`src/rtcbt_pkg.sv`:
```
// Shared constants for the buffered real-time clock
package rtcbt_pkg;
	// Clock rates and the slow-tick divider
	localparam int CLK_HZ = 10_000_000;
	localparam int SLOW_HZ = 32768;
	localparam int TICK_DIV = CLK_HZ / SLOW_HZ;
	localparam logic [8:0] TICK_DIV_LAST = 9'(TICK_DIV - 1);
	localparam int SNAP_WAIT_MS = 16;

	// Register addresses
	localparam logic [7:0] ADR_INT_FLAGS = 8'h00;
	localparam logic [7:0] ADR_INT_ENABLE = 8'h01;
	localparam logic [7:0] ADR_CTRL = 8'h03;
	localparam logic [7:0] ADR_UPDATE = 8'h04;
	localparam logic [7:0] ADR_SEC = 8'h07;
	localparam logic [7:0] ADR_DOM = 8'h0D;
	localparam logic [7:0] ADR_ALM1 = 8'h0E;
	localparam logic [7:0] ADR_ALM2 = 8'h15;
	localparam logic [7:0] ADR_BUF_FIRST = 8'h01;
	localparam logic [7:0] ADR_BUF_LAST = 8'h24;
	localparam logic [7:0] ADR_INT_CLEAR = 8'h26;
	localparam int NUM_BUF = 36;
	localparam int NUM_FIELDS = 7;

	// Bit positions
	localparam int UPD_COMMIT_BIT = 0;
	localparam int UPD_SNAP_BIT = 4;
	localparam int CTRL_BIN_BIT = 0;
	localparam int CTRL_24H_BIT = 1;
	localparam int HOUR_PM_BIT = 6;
	localparam int NUM_INT = 5;
	localparam int INT_SEC = 0;
	localparam int INT_MIN = 1;
	localparam int INT_ALM1 = 2;
	localparam int INT_ALM2 = 3;
	localparam int INT_LOSS = 4;

	// Calendar field order, matching the register order
	localparam int F_SEC = 0;
	localparam int F_MIN = 1;
	localparam int F_HOUR = 2;
	localparam int F_DOW = 3;
	localparam int F_MON = 4;
	localparam int F_YEAR = 5;
	localparam int F_DOM = 6;

	// Calendar limits and reset values
	localparam logic [7:0] SEC_MAX = 8'h3B;
	localparam logic [7:0] MIN_MAX = 8'h3B;
	localparam logic [7:0] HOUR_MAX = 8'h17;
	localparam logic [7:0] DOW_MAX = 8'h06;
	localparam logic [7:0] MON_MAX = 8'h0C;
	localparam logic [7:0] YEAR_MAX = 8'h63;
	localparam logic [7:0] MON_FEB = 8'h02;
	localparam logic [7:0] DAYS_LONG = 8'h1F;
	localparam logic [7:0] DAYS_SHORT = 8'h1E;
	localparam logic [7:0] DAYS_FEB = 8'h1C;
	localparam logic [7:0] DAYS_FEB_LEAP = 8'h1D;
	localparam logic [7:0] FIRST_DAY = 8'h01;
	localparam logic [7:0] HOUR_NOON = 8'h0C;
	localparam logic [7:0] DEC_TEN = 8'h0A;

	// Locations that sit behind write and read buffers
	function automatic logic is_buf(input logic [7:0] a);
		return (a >= ADR_BUF_FIRST) && (a <= ADR_BUF_LAST) && (a != ADR_UPDATE);
	endfunction

	// Number coding between binary counters and register format
	function automatic logic [7:0] num_enc(input logic [7:0] v, input logic bin);
		logic [7:0] t;
		logic [7:0] o;
		t = v / DEC_TEN;
		o = v % DEC_TEN;
		return bin ? v : {t[3:0], o[3:0]};
	endfunction

	function automatic logic [7:0] num_dec(input logic [7:0] v, input logic bin);
		logic [7:0] t;
		t = {4'h0, v[7:4]} * DEC_TEN;
		return bin ? v : t + {4'h0, v[3:0]};
	endfunction

	// Field coding, with 12-hour form and PM flag for hours
	function automatic logic [7:0] field_enc(input int k, input logic [7:0] v,
		input logic bin, input logic h24);
		logic [7:0] h12;
		logic [7:0] r;
		h12 = (v == 8'h00) ? HOUR_NOON : ((v > HOUR_NOON) ? v - HOUR_NOON : v);
		r = num_enc(v, bin);
		if (k == F_HOUR && !h24) begin
			r = num_enc(h12, bin);
			r[HOUR_PM_BIT] = (v >= HOUR_NOON);
		end
		return r;
	endfunction

	function automatic logic [7:0] field_dec(input int k, input logic [7:0] v,
		input logic bin, input logic h24);
		logic [7:0] vm;
		logic [7:0] h12;
		logic pm;
		logic [7:0] r;
		vm = v;
		vm[HOUR_PM_BIT] = 1'b0;
		pm = v[HOUR_PM_BIT];
		h12 = num_dec(vm, bin);
		r = num_dec(v, bin);
		if (k == F_HOUR && !h24) begin
			if (h12 == HOUR_NOON) begin
				r = pm ? HOUR_NOON : 8'h00;
			end else begin
				r = pm ? h12 + HOUR_NOON : h12;
			end
		end
		return r;
	endfunction
endpackage

```
`src/rtcbt_calendar.sv`:
```
// Binary calendar counters with per-field load
`timescale 1ns/100ps
`default_nettype none
module rtcbt_calendar (
	input wire logic clock,
	input wire logic srst,
	input wire logic step,
	input wire logic [rtcbt_pkg::NUM_FIELDS-1:0] load_mask,
	input wire logic [7:0] load_val [rtcbt_pkg::NUM_FIELDS],
	output logic [7:0] cnt [rtcbt_pkg::NUM_FIELDS],
	output logic minute_pulse
);
	logic [7:0] next_cnt [rtcbt_pkg::NUM_FIELDS];
	logic next_minute_pulse;

	// Month length with leap correction for years 2000 to 2099
	function automatic logic [7:0] month_days(input logic [7:0] mon, input logic [7:0] yr);
		case (mon)
			rtcbt_pkg::MON_FEB: month_days = (yr[1:0] == 2'b00) ?
				rtcbt_pkg::DAYS_FEB_LEAP : rtcbt_pkg::DAYS_FEB;
			8'h04, 8'h06, 8'h09, 8'h0B: month_days = rtcbt_pkg::DAYS_SHORT;
			default: month_days = rtcbt_pkg::DAYS_LONG;
		endcase
	endfunction

	// Ripple carry from seconds up to years, then loads override
	always_comb begin
		next_cnt = cnt;
		next_minute_pulse = 1'b0;
		if (step) begin
			if (cnt[rtcbt_pkg::F_SEC] == rtcbt_pkg::SEC_MAX) begin
				next_cnt[rtcbt_pkg::F_SEC] = 8'h00;
				next_minute_pulse = 1'b1;
				if (cnt[rtcbt_pkg::F_MIN] == rtcbt_pkg::MIN_MAX) begin
					next_cnt[rtcbt_pkg::F_MIN] = 8'h00;
					if (cnt[rtcbt_pkg::F_HOUR] == rtcbt_pkg::HOUR_MAX) begin
						next_cnt[rtcbt_pkg::F_HOUR] = 8'h00;
						next_cnt[rtcbt_pkg::F_DOW] = (cnt[rtcbt_pkg::F_DOW] == rtcbt_pkg::DOW_MAX) ?
							8'h00 : cnt[rtcbt_pkg::F_DOW] + 8'h01;
						if (cnt[rtcbt_pkg::F_DOM] == month_days(cnt[rtcbt_pkg::F_MON],
							cnt[rtcbt_pkg::F_YEAR])) begin
							next_cnt[rtcbt_pkg::F_DOM] = rtcbt_pkg::FIRST_DAY;
							if (cnt[rtcbt_pkg::F_MON] == rtcbt_pkg::MON_MAX) begin
								next_cnt[rtcbt_pkg::F_MON] = rtcbt_pkg::FIRST_DAY;
								next_cnt[rtcbt_pkg::F_YEAR] = (cnt[rtcbt_pkg::F_YEAR] ==
									rtcbt_pkg::YEAR_MAX) ? 8'h00 : cnt[rtcbt_pkg::F_YEAR] + 8'h01;
							end else begin
								next_cnt[rtcbt_pkg::F_MON] = cnt[rtcbt_pkg::F_MON] + 8'h01;
							end
						end else begin
							next_cnt[rtcbt_pkg::F_DOM] = cnt[rtcbt_pkg::F_DOM] + 8'h01;
						end
					end else begin
						next_cnt[rtcbt_pkg::F_HOUR] = cnt[rtcbt_pkg::F_HOUR] + 8'h01;
					end
				end else begin
					next_cnt[rtcbt_pkg::F_MIN] = cnt[rtcbt_pkg::F_MIN] + 8'h01;
				end
			end else begin
				next_cnt[rtcbt_pkg::F_SEC] = cnt[rtcbt_pkg::F_SEC] + 8'h01;
			end
		end
		for (int k = 0; k < rtcbt_pkg::NUM_FIELDS; k++) begin
			if (load_mask[k]) begin
				next_cnt[k] = load_val[k];
			end
		end
	end

	always_ff @(posedge clock) begin
		if (srst) begin
			for (int k = 0; k < rtcbt_pkg::NUM_FIELDS; k++) begin
				cnt[k] <= 8'h00;
			end
			cnt[rtcbt_pkg::F_MON] <= rtcbt_pkg::FIRST_DAY;
			cnt[rtcbt_pkg::F_DOM] <= rtcbt_pkg::FIRST_DAY;
			minute_pulse <= 1'b0;
		end else begin
			cnt <= next_cnt;
			minute_pulse <= next_minute_pulse;
		end
	end
endmodule
`default_nettype wire

```
`src/rtcbt_sync.sv`:
```
// Two-stage synchroniser advanced by an enable pulse
`timescale 1ns/100ps
`default_nettype none
module rtcbt_sync (
	input wire logic clock,
	input wire logic srst,
	input wire logic en,
	input wire logic d,
	output logic q
);
	logic stage1;
	logic next_stage1;
	logic next_q;

	// First stage feeds only the second
	always_comb begin
		next_stage1 = stage1;
		next_q = q;
		if (en) begin
			next_stage1 = d;
			next_q = stage1;
		end
	end

	always_ff @(posedge clock) begin
		if (srst) begin
			stage1 <= 1'b0;
			q <= 1'b0;
		end else begin
			stage1 <= next_stage1;
			q <= next_q;
		end
	end
endmodule
`default_nettype wire

```
`src/rtcbt_top.sv`:
```
// Buffered real-time clock: register file, transfers, alarms, interrupts
//
// Contract
// - Buffered registers except flags and request bits
// - Writes touch only write buffer, mark modified
// - Commit bit copies modified buffers to live
// - Commit done clears request and modified marks
// - Commit bit synchronised twice before transfer
// - Reads return read buffers, not live counters
// - Snapshot bit copies live timing into buffers
// - Snapshot done clears snapshot request bit
// - Synchronised snapshot bit strobes read buffers
// - Gregorian calendar with leap-year February
// - Two independent seven-field alarms
// - Binary or BCD; 12 or 24 hour
// - Maskable tick, minute, alarm, loss interrupts
//
// The strobed register port is this design's own decision.
`timescale 1ns/100ps
`default_nettype none
module rtcbt_top #(
	parameter int TICKS_PER_SEC = 32768
) (
	input wire logic clock,
	input wire logic srst,
	input wire logic [7:0] reg_addr,
	input wire logic [7:0] reg_wdata,
	input wire logic reg_wr,
	input wire logic reg_rd,
	output logic [7:0] reg_rdata,
	input wire logic momentary_loss_recovery,
	output logic irq
);
	localparam int NB = rtcbt_pkg::NUM_BUF;
	localparam int NF = rtcbt_pkg::NUM_FIELDS;
	localparam logic [15:0] SUB_LAST = 16'(TICKS_PER_SEC - 1);

	logic [8:0] div_cnt, next_div_cnt;
	logic tick, next_tick;
	logic [15:0] sub_cnt, next_sub_cnt;
	logic sec_pulse, next_sec_pulse;
	logic sec_d;
	logic commit_req, next_commit_req;
	logic snap_req, next_snap_req;
	logic commit_sync, snapshot_strobe_synced, loss_sync, loss_d;
	logic commit_fire, snap_fire, upd_wr;
	logic [7:0] wbuf [1:NB];
	logic [7:0] next_wbuf [1:NB];
	logic [NB:1] wmod, next_wmod;
	logic [7:0] live [1:NB];
	logic [7:0] next_live [1:NB];
	logic [7:0] rbuf [1:NB];
	logic [7:0] next_rbuf [1:NB];
	logic [7:0] cnt [NF];
	logic [7:0] view [NF];
	logic [7:0] load_val [NF];
	logic [NF-1:0] load_mask;
	logic [7:0] ctrl_eff;
	logic minute_pulse, alm1_hit, alm2_hit;
	logic [rtcbt_pkg::NUM_INT-1:0] rtc_interrupt_flags, next_flags, int_event, int_clear;
	logic [7:0] next_rdata;

	// Slow tick enable and one-second pulse
	always_comb begin
		next_tick = (div_cnt == rtcbt_pkg::TICK_DIV_LAST);
		next_div_cnt = next_tick ? 9'h000 : div_cnt + 9'h001;
		next_sec_pulse = 1'b0;
		next_sub_cnt = sub_cnt;
		if (tick) begin
			next_sec_pulse = (sub_cnt == SUB_LAST);
			next_sub_cnt = next_sec_pulse ? 16'h0000 : sub_cnt + 16'h0001;
		end
	end

	always_ff @(posedge clock) begin
		if (srst) begin
			div_cnt <= 9'h000;
			tick <= 1'b0;
			sub_cnt <= 16'h0000;
			sec_pulse <= 1'b0;
			sec_d <= 1'b0;
			loss_d <= 1'b0;
		end else begin
			div_cnt <= next_div_cnt;
			tick <= next_tick;
			sub_cnt <= next_sub_cnt;
			sec_pulse <= next_sec_pulse;
			sec_d <= sec_pulse;
			loss_d <= loss_sync;
		end
	end

	// Request bits crossing into the slow-tick domain; the loss input synchronised on every clock
	rtcbt_sync u_commit_sync (
		.clock(clock),
		.srst(srst || commit_fire), // Flushed so a new request passes both stages again
		.en(tick),
		.d(commit_req),
		.q(commit_sync)
	);

	rtcbt_sync u_snap_sync (
		.clock(clock),
		.srst(srst || snap_fire), // Flushed so a new request passes both stages again
		.en(tick),
		.d(snap_req),
		.q(snapshot_strobe_synced)
	);

	rtcbt_sync u_loss_sync (
		.clock(clock),
		.srst(srst),
		.en(1'b1),
		.d(momentary_loss_recovery),
		.q(loss_sync)
	);

	// Transfer enables on a slow tick while a request is pending
	assign upd_wr = reg_wr && (reg_addr == rtcbt_pkg::ADR_UPDATE);
	assign commit_fire = tick && commit_sync && commit_req;
	assign snap_fire = tick && snapshot_strobe_synced && snap_req;

	// Live time view and calendar loads at commit
	assign ctrl_eff = (commit_fire && wmod[rtcbt_pkg::ADR_CTRL]) ?
		wbuf[rtcbt_pkg::ADR_CTRL] : live[rtcbt_pkg::ADR_CTRL];
	always_comb begin
		for (int k = 0; k < NF; k++) begin
			view[k] = rtcbt_pkg::field_enc(k, cnt[k],
				live[rtcbt_pkg::ADR_CTRL][rtcbt_pkg::CTRL_BIN_BIT],
				live[rtcbt_pkg::ADR_CTRL][rtcbt_pkg::CTRL_24H_BIT]);
			load_mask[k] = commit_fire && wmod[int'(rtcbt_pkg::ADR_SEC) + k];
			load_val[k] = rtcbt_pkg::field_dec(k, wbuf[int'(rtcbt_pkg::ADR_SEC) + k],
				ctrl_eff[rtcbt_pkg::CTRL_BIN_BIT], ctrl_eff[rtcbt_pkg::CTRL_24H_BIT]);
		end
	end

	rtcbt_calendar u_calendar (
		.clock(clock),
		.srst(srst),
		.step(sec_pulse),
		.load_mask(load_mask),
		.load_val(load_val),
		.cnt(cnt),
		.minute_pulse(minute_pulse)
	);

	// Alarm match on every field, checked right after each count
	always_comb begin
		alm1_hit = 1'b1;
		alm2_hit = 1'b1;
		for (int k = 0; k < NF; k++) begin
			if (live[int'(rtcbt_pkg::ADR_ALM1) + k] != view[k]) begin
				alm1_hit = 1'b0;
			end
			if (live[int'(rtcbt_pkg::ADR_ALM2) + k] != view[k]) begin
				alm2_hit = 1'b0;
			end
		end
	end

	// Buffers, live registers, request bits and read data
	always_comb begin
		next_wbuf = wbuf;
		next_live = live;
		next_rbuf = rbuf;
		next_wmod = wmod;
		next_commit_req = commit_req;
		next_snap_req = snap_req;
		next_rdata = 8'h00;
		if (commit_fire) begin
			next_commit_req = 1'b0;
			next_wmod = '0;
			for (int i = 1; i <= NB; i++) begin
				if (wmod[i]) begin
					next_live[i] = wbuf[i];
				end
			end
		end
		if (snap_fire) begin
			next_snap_req = 1'b0;
			for (int i = 1; i <= NB; i++) begin
				next_rbuf[i] = live[i];
				if (i >= int'(rtcbt_pkg::ADR_SEC) && i <= int'(rtcbt_pkg::ADR_DOM)) begin
					next_rbuf[i] = view[i - int'(rtcbt_pkg::ADR_SEC)];
				end
			end
		end
		// Host writes win over the hardware clear in the same cycle
		if (upd_wr && reg_wdata[rtcbt_pkg::UPD_COMMIT_BIT]) begin
			next_commit_req = 1'b1;
		end
		if (upd_wr && reg_wdata[rtcbt_pkg::UPD_SNAP_BIT]) begin
			next_snap_req = 1'b1;
		end
		for (int i = 1; i <= NB; i++) begin
			if (reg_wr && rtcbt_pkg::is_buf(reg_addr) && (reg_addr == 8'(i))) begin
				next_wbuf[i] = reg_wdata;
				next_wmod[i] = 1'b1;
			end
		end
		if (reg_rd) begin
			if (reg_addr == rtcbt_pkg::ADR_INT_FLAGS) begin
				next_rdata = {3'b000, rtc_interrupt_flags};
			end else if (reg_addr == rtcbt_pkg::ADR_UPDATE) begin
				next_rdata[rtcbt_pkg::UPD_COMMIT_BIT] = commit_req;
				next_rdata[rtcbt_pkg::UPD_SNAP_BIT] = snap_req;
			end else if (rtcbt_pkg::is_buf(reg_addr)) begin
				next_rdata = rbuf[reg_addr];
			end
		end
	end

	always_ff @(posedge clock) begin
		if (srst) begin
			for (int i = 1; i <= NB; i++) begin
				wbuf[i] <= 8'h00;
				live[i] <= 8'h00;
				rbuf[i] <= 8'h00;
			end
			wmod <= '0;
			commit_req <= 1'b0;
			snap_req <= 1'b0;
			reg_rdata <= 8'h00;
		end else begin
			wbuf <= next_wbuf;
			live <= next_live;
			rbuf <= next_rbuf;
			wmod <= next_wmod;
			commit_req <= next_commit_req;
			snap_req <= next_snap_req;
			reg_rdata <= next_rdata;
		end
	end

	// Sticky interrupt flags: an event beats a clear in the same cycle
	always_comb begin
		int_event = '0;
		int_event[rtcbt_pkg::INT_SEC] = sec_d;
		int_event[rtcbt_pkg::INT_MIN] = minute_pulse;
		int_event[rtcbt_pkg::INT_ALM1] = sec_d && alm1_hit;
		int_event[rtcbt_pkg::INT_ALM2] = sec_d && alm2_hit;
		int_event[rtcbt_pkg::INT_LOSS] = loss_sync && !loss_d;
		int_clear = (reg_wr && reg_addr == rtcbt_pkg::ADR_INT_CLEAR) ?
			reg_wdata[rtcbt_pkg::NUM_INT-1:0] : '0;
		next_flags = (rtc_interrupt_flags & ~int_clear) | int_event;
	end

	always_ff @(posedge clock) begin
		if (srst) begin
			rtc_interrupt_flags <= '0;
		end else begin
			rtc_interrupt_flags <= next_flags;
		end
	end

	assign irq = |(rtc_interrupt_flags &
		live[rtcbt_pkg::ADR_INT_ENABLE][rtcbt_pkg::NUM_INT-1:0]);

	// Slow ticks seen since the commit request was raised
	logic [1:0] commit_ticks;
	always_ff @(posedge clock) begin
		if (srst || !commit_req || commit_fire) begin
			commit_ticks <= 2'b00;
		end else if (tick && commit_ticks != 2'b11) begin
			commit_ticks <= commit_ticks + 2'b01;
		end
	end
endmodule
`default_nettype wire
```
`config.mk`:
```
export PLATFORM = sky130hd
export DESIGN_NAME = rtcbt_top
export DESIGN_NICKNAME = d
export VERILOG_FILES = /design/src/rtcbt_pkg.sv /design/src/rtcbt_calendar.sv /design/src/rtcbt_sync.sv /design/src/rtcbt_top.sv
export SDC_FILE = /design/constraint.sdc
export NUM_CORES = 2
export LEC_CHECK = 0
export BUFFER_PORTS_ARGS = -buffer_cell sky130_fd_sc_hd__clkbuf_2
export CAP_MARGIN = 20
export CORE_ASPECT_RATIO = 0.5
export CORE_UTILIZATION = 45
export CTS_CLUSTER_DIAMETER = 30
export CTS_CLUSTER_SIZE = 12
export DETAILED_ROUTE_END_ITERATION = 8
export HOLD_SLACK_MARGIN = 0.06
export SYNTH_ARGS = -nofsm -noshare
export SYNTH_HDL_FRONTEND = slang
export SYNTH_SLANG_ARGS = --single-unit
```
`constraint.sdc`:
```
create_clock -name clock -period 15.6 [get_ports clock]
set_input_delay 1.56 -clock clock [delete_from_list [all_inputs] [get_ports clock]]
set_output_delay 1.56 -clock clock [all_outputs]
set_load 0.05 [all_outputs]
```
==> results.md <==
Final layout:
- The synthesis-to-finish area growth is 12.1%.
- The number of fill cells in the layout is between 9,000 and 10,000.
- The final net count is 5,385.
- The finished cells cover about 53,000 sq um.
- Leaving out fill and tap cells, the most frequent cell in the layout is dfxtp_1.
- The library cells used most frequently in the layout, excluding fill and tap cells, are dfxtp_1, nand2_1, a21oi_1, nor2_1, mux2i_1.
- Of the cells placed in the final design, the portion with a size suffix greater than 1 is a little over 9%.

Timing:
- The relative max-transition margin is -6.50%.
- The achievable frequency is 166 MHz.
- Setup violations remaining at the end of the flow were counted as 0.
- The total negative slack is 0 ps.
- For the pin with the worst max-slew slack, the measured transition is around 1600 ps.
- The post-route clock period utilization is between 30% and 40%.
- The worst clock skew is between 40 and 50 ps.
- The count of endpoints failing hold in the final timing report is 0.
- The worst path in the final design needs a cycle of between 6000 and 7000 ps, including I/O delays and setup.
- The number of slew-limit violations in the final report is around 110.
- Setup repair after global routing left no endpoint under its margin.

Global routing:
- The global-route track usage on met1 is 41.2%.
- The global-route wire length before repair is about 230,000 microns.
- The total grt overflow is 0.
- Global routing used roughly 29% of the available tracks across all layers.
- The via count of the first global-routing pass is approximately 37,000.
- The number of antenna violations at the first check in global routing is 15.
- The pin count of the biggest net entering global routing is approximately 250.
- The met3 track demand over resource in global routing is 5.59%.
- Global routing consumed, on the met2 layer, ~43% of the routing resources.
- The layer with the highest usage after global routing is met2.

Synth:
- After synthesis the netlist holds a flip-flop and latch count of roughly 950.
- Counting distinct cell types in the post-synthesis netlist gives 105.
- The cell type contributing the most total cell area after synthesis is dfxtp_1.
- The number of enable flip-flop cells after synthesis is 0.
- The combined area of all synthesized cells is 47,000 sq um.
- The synthesized area per cell is between 8 and 9 sq um.
- After technology mapping, the gate count stands at approximately 5,500.
- The synthesized net count is 5,590.
- After synthesis, the share of flip-flops with an asynchronous set or reset is 0%.
- Of the synthesized area, sequential elements account for about two fifths.
- After synthesis, the cell types taking the most area are dfxtp_1, nand2_1, mux2i_1, a21oi_1, a22o_1.
- The warning count from the yosys run is 0.
- The area share of the largest cell type after synthesis is about two fifths.
- The prevailing post-synth register cell is dfxtp_1.

CTS:
- The clock tree synthesis step divided the H-tree into 4 levels.
- The CTS sink count is around 950.
- Once the clock tree was built, the setup fixing pass inserted 0 buffers.
- After clock tree synthesis, the flow added hold-fix buffers numbering 0.
- The clock reaches the later pin of the worst-skew pair after 760 ps.
- Once the clock tree was built, the resizer swapped 0 gates to a different size.
- The buffer levels on the longest clock path is 3.
- Clock-pin slew was measured on the worst setup and hold paths at 60 ps.
- In this run the clock root is driven by a clkbuf_16.
- The CTS tree is yes.
- The number of CTS-inserted buffers is around 140.

Power and ir drop:
- For this design the ratio of total power to cell area is about 110 nW/um^2.
- The maximum ir drop on the vdd rail is ~0.13 mV.
- The analysis attributes to cell leakage a power of approximately 0.019 uW.

Die:
- The floorplan step set the die width to approximately 460 microns.
- The floorplan has just over 80 rows.
- The core footprint is slightly above 100,000 sq um.
- From bottom edge to top edge, the die measures 230 microns.
- For this configuration, the core starts out at a cell density of a little under half.
- The die area is around 110,000 sq um.
- The I/O pin total is 30.

Drt:
- In the final routed layout, each cell accounts on average for around 23 microns.
- The number of detailed-route iterations in the first pass is 6.
- For this run, design rule violations remaining after detail routing come to 0.
- After detailed routing, the total wire length is 156,000 microns.
- Using the TritonRoute via totals, the vias-per-cell ratio works out to about 6.1.
- The DRC violation total after the first TritonRoute iteration is about 5,000.
- The via count is 41,000.
- The remaining number of nets flagged by the antenna check after routing is 0.

Setup path:
- In this run the critical register-to-register path is captured at rtc_interrupt_flags[3].
- Setup slack on the worst reg-to-reg path comes out at roughly 9600 ps.
- The worst setup path is captured at a register.
- In this run the critical register-to-register path is launched from u_calendar.cnt[35].
- Measured in cells, the most critical reg-to-reg path has a length of 18.
- The classification of the worst setup path is register to register.
- The required time of the critical path is 16,270 ps.
- In this run the worst path has a maximum fanout of 27.
- Data arrives at the worst endpoint at between 6000 and 7000 ps.
- The kind of start point of the critical path is a register.

Placed design:
- The total of buffers placed on input and output ports is 29.
- The detailed-placement wirelength estimate is around 100,000 microns.
- The final RePlAce weighted congestion is roughly 0.94.
- The placed instances occupy a cell area of about 48,000 sq um.

Status:
- The final reports fail on max-slew violations.
- The run finished, with violations left.

Flow run:
- The reported max-cap violation count is 0.

Min path:
- The worst hold path terminates at live[0].
- The startpoint of the lowest-slack hold path is wbuf[0].
- The classification of the worst-slack hold path is register to register.
- The cell depth of the worst hold path is 2.
how the worst max path moves through the flow:
stage,slack (ps),to,startpoint,cells after the start
floorplan,10680,rtc_interrupt_flags[3],u_calendar.cnt[35],19
global placement,9210,wbuf[12],reg_addr[3],12
detailed placement,8930,wbuf[15],reg_addr[3],12
CTS,9730,wbuf[15],reg_addr[3],12
global route,9280,rtc_interrupt_flags[3],u_calendar.cnt[35],18
finish,9590,rtc_interrupt_flags[3],u_calendar.cnt[35],18
logic make-up (layout without fill, tap and decap cells):
logic type	after synthesis	count (layout)	share of synthesized area, %
compound gates	1387	1387	19.8
xor+xnor	200	200	3.82
fa+ha+maj	105	105	3.02
buf+inv	518	421	4.21
flops	951	951	40.5
mux	360	360	9.85
other cells	0	4	0
simple gates	1944	1944	18.7
flip-flops by register name, summed over array words and instances (netlist names), 5 cells and up:
register and count:
div_cnt 9, live 232, rbuf 288, reg_rdata 8, rtc_interrupt_flags 5, sub_cnt 16, u_calendar.cnt 56, wbuf 288
wmod 36
power breakdown:
group | internal (uW) | switching (uW) | leakage (uW)
combinational | 32.0 | 121 | 0.00899
clock | 2010 | 1220 | 0.00234
sequential | 2430 | 1.45 | 0.00766
total | 4470 | 1350 | 0.0190
synthesized netlist by cell type, types with 23 or more instances:
| cell | n |
|---|---|
| o32ai_1 | 23 |
| nand2b_1 | 54 |
| a22o_1 | 258 |
| nand2_1 | 844 |
| clkbuf_1 | 355 |
| o211ai_1 | 23 |
| nor4_1 | 24 |
| xor2_1 | 91 |
| ha_1 | 90 |
| buf_1 | 68 |
| a22oi_1 | 44 |
| nor3_1 | 74 |
| inv_1 | 78 |
| and3_1 | 27 |
| xnor2_1 | 106 |
| a21oi_1 | 491 |
| o22ai_1 | 26 |
| mux4_2 | 80 |
| dfxtp_1 | 951 |
| a211oi_1 | 51 |
| nand4_1 | 39 |
| and2_1 | 44 |
| a31oi_1 | 29 |
| nand3_1 | 122 |
| nor2_1 | 488 |
| o21ai_0 | 205 |
| or3_1 | 35 |
| nor2b_1 | 85 |
| mux2i_1 | 262 |
| a21o_1 | 23 |
critical path, stage by stage (launching register included):
cell	delay (ps)
dfxtp_1	300
buf_4	290
clkinv_1	390
ha_1	310
and2_1	230
and2_1	230
a211oi_2	430
ha_1	250
nand2_1	70
o221ai_2	420
a221o_1	300
a31oi_4	150
a2111oi_4	730
mux2i_1	260
o41ai_4	580
xor2_1	260
nand4_1	180
a2111o_1	350
o31ai_2	180
metrics by stage:
stage | utilization (%) | instances | hold slack, ps | setup slack (ps) | power (uW)
after floorplan | - | 5465 | 413 | 10680 | 2580
after global placement | 46.4 | 6523 | 424 | 9210 | 2630
after detailed placement | 46.4 | 6523 | 431 | 8930 | 2640
after CTS | 51.1 | 6769 | 437 | 9730 | 5850
after global routing | 51.1 | 6770 | 456 | 9280 | 5980
final | 51.1 | 6774 | 436 | 9590 | 5820
metal layers:
metal	vias up	share of wire, %
li1	19100	-
met1	19900	44
met2	1738	43
met3	308	9.4
met4	10	3.1
met5	-	0.036
area by class of cell:
class,instances,area [sq um],area share [%]
multi-input cells,3996,26000,49.4
flip-flops and latches,951,19000,36.2
clock buffers,167,3760,7.15
well taps,1402,1750,3.33
clock inverters,79,1070,2.03
repair buffers,88,644,1.22
inverters,87,327,0.620
diodes,4,10.0,0.0190
No activity file was read; power rests on OpenSTA's default activity.
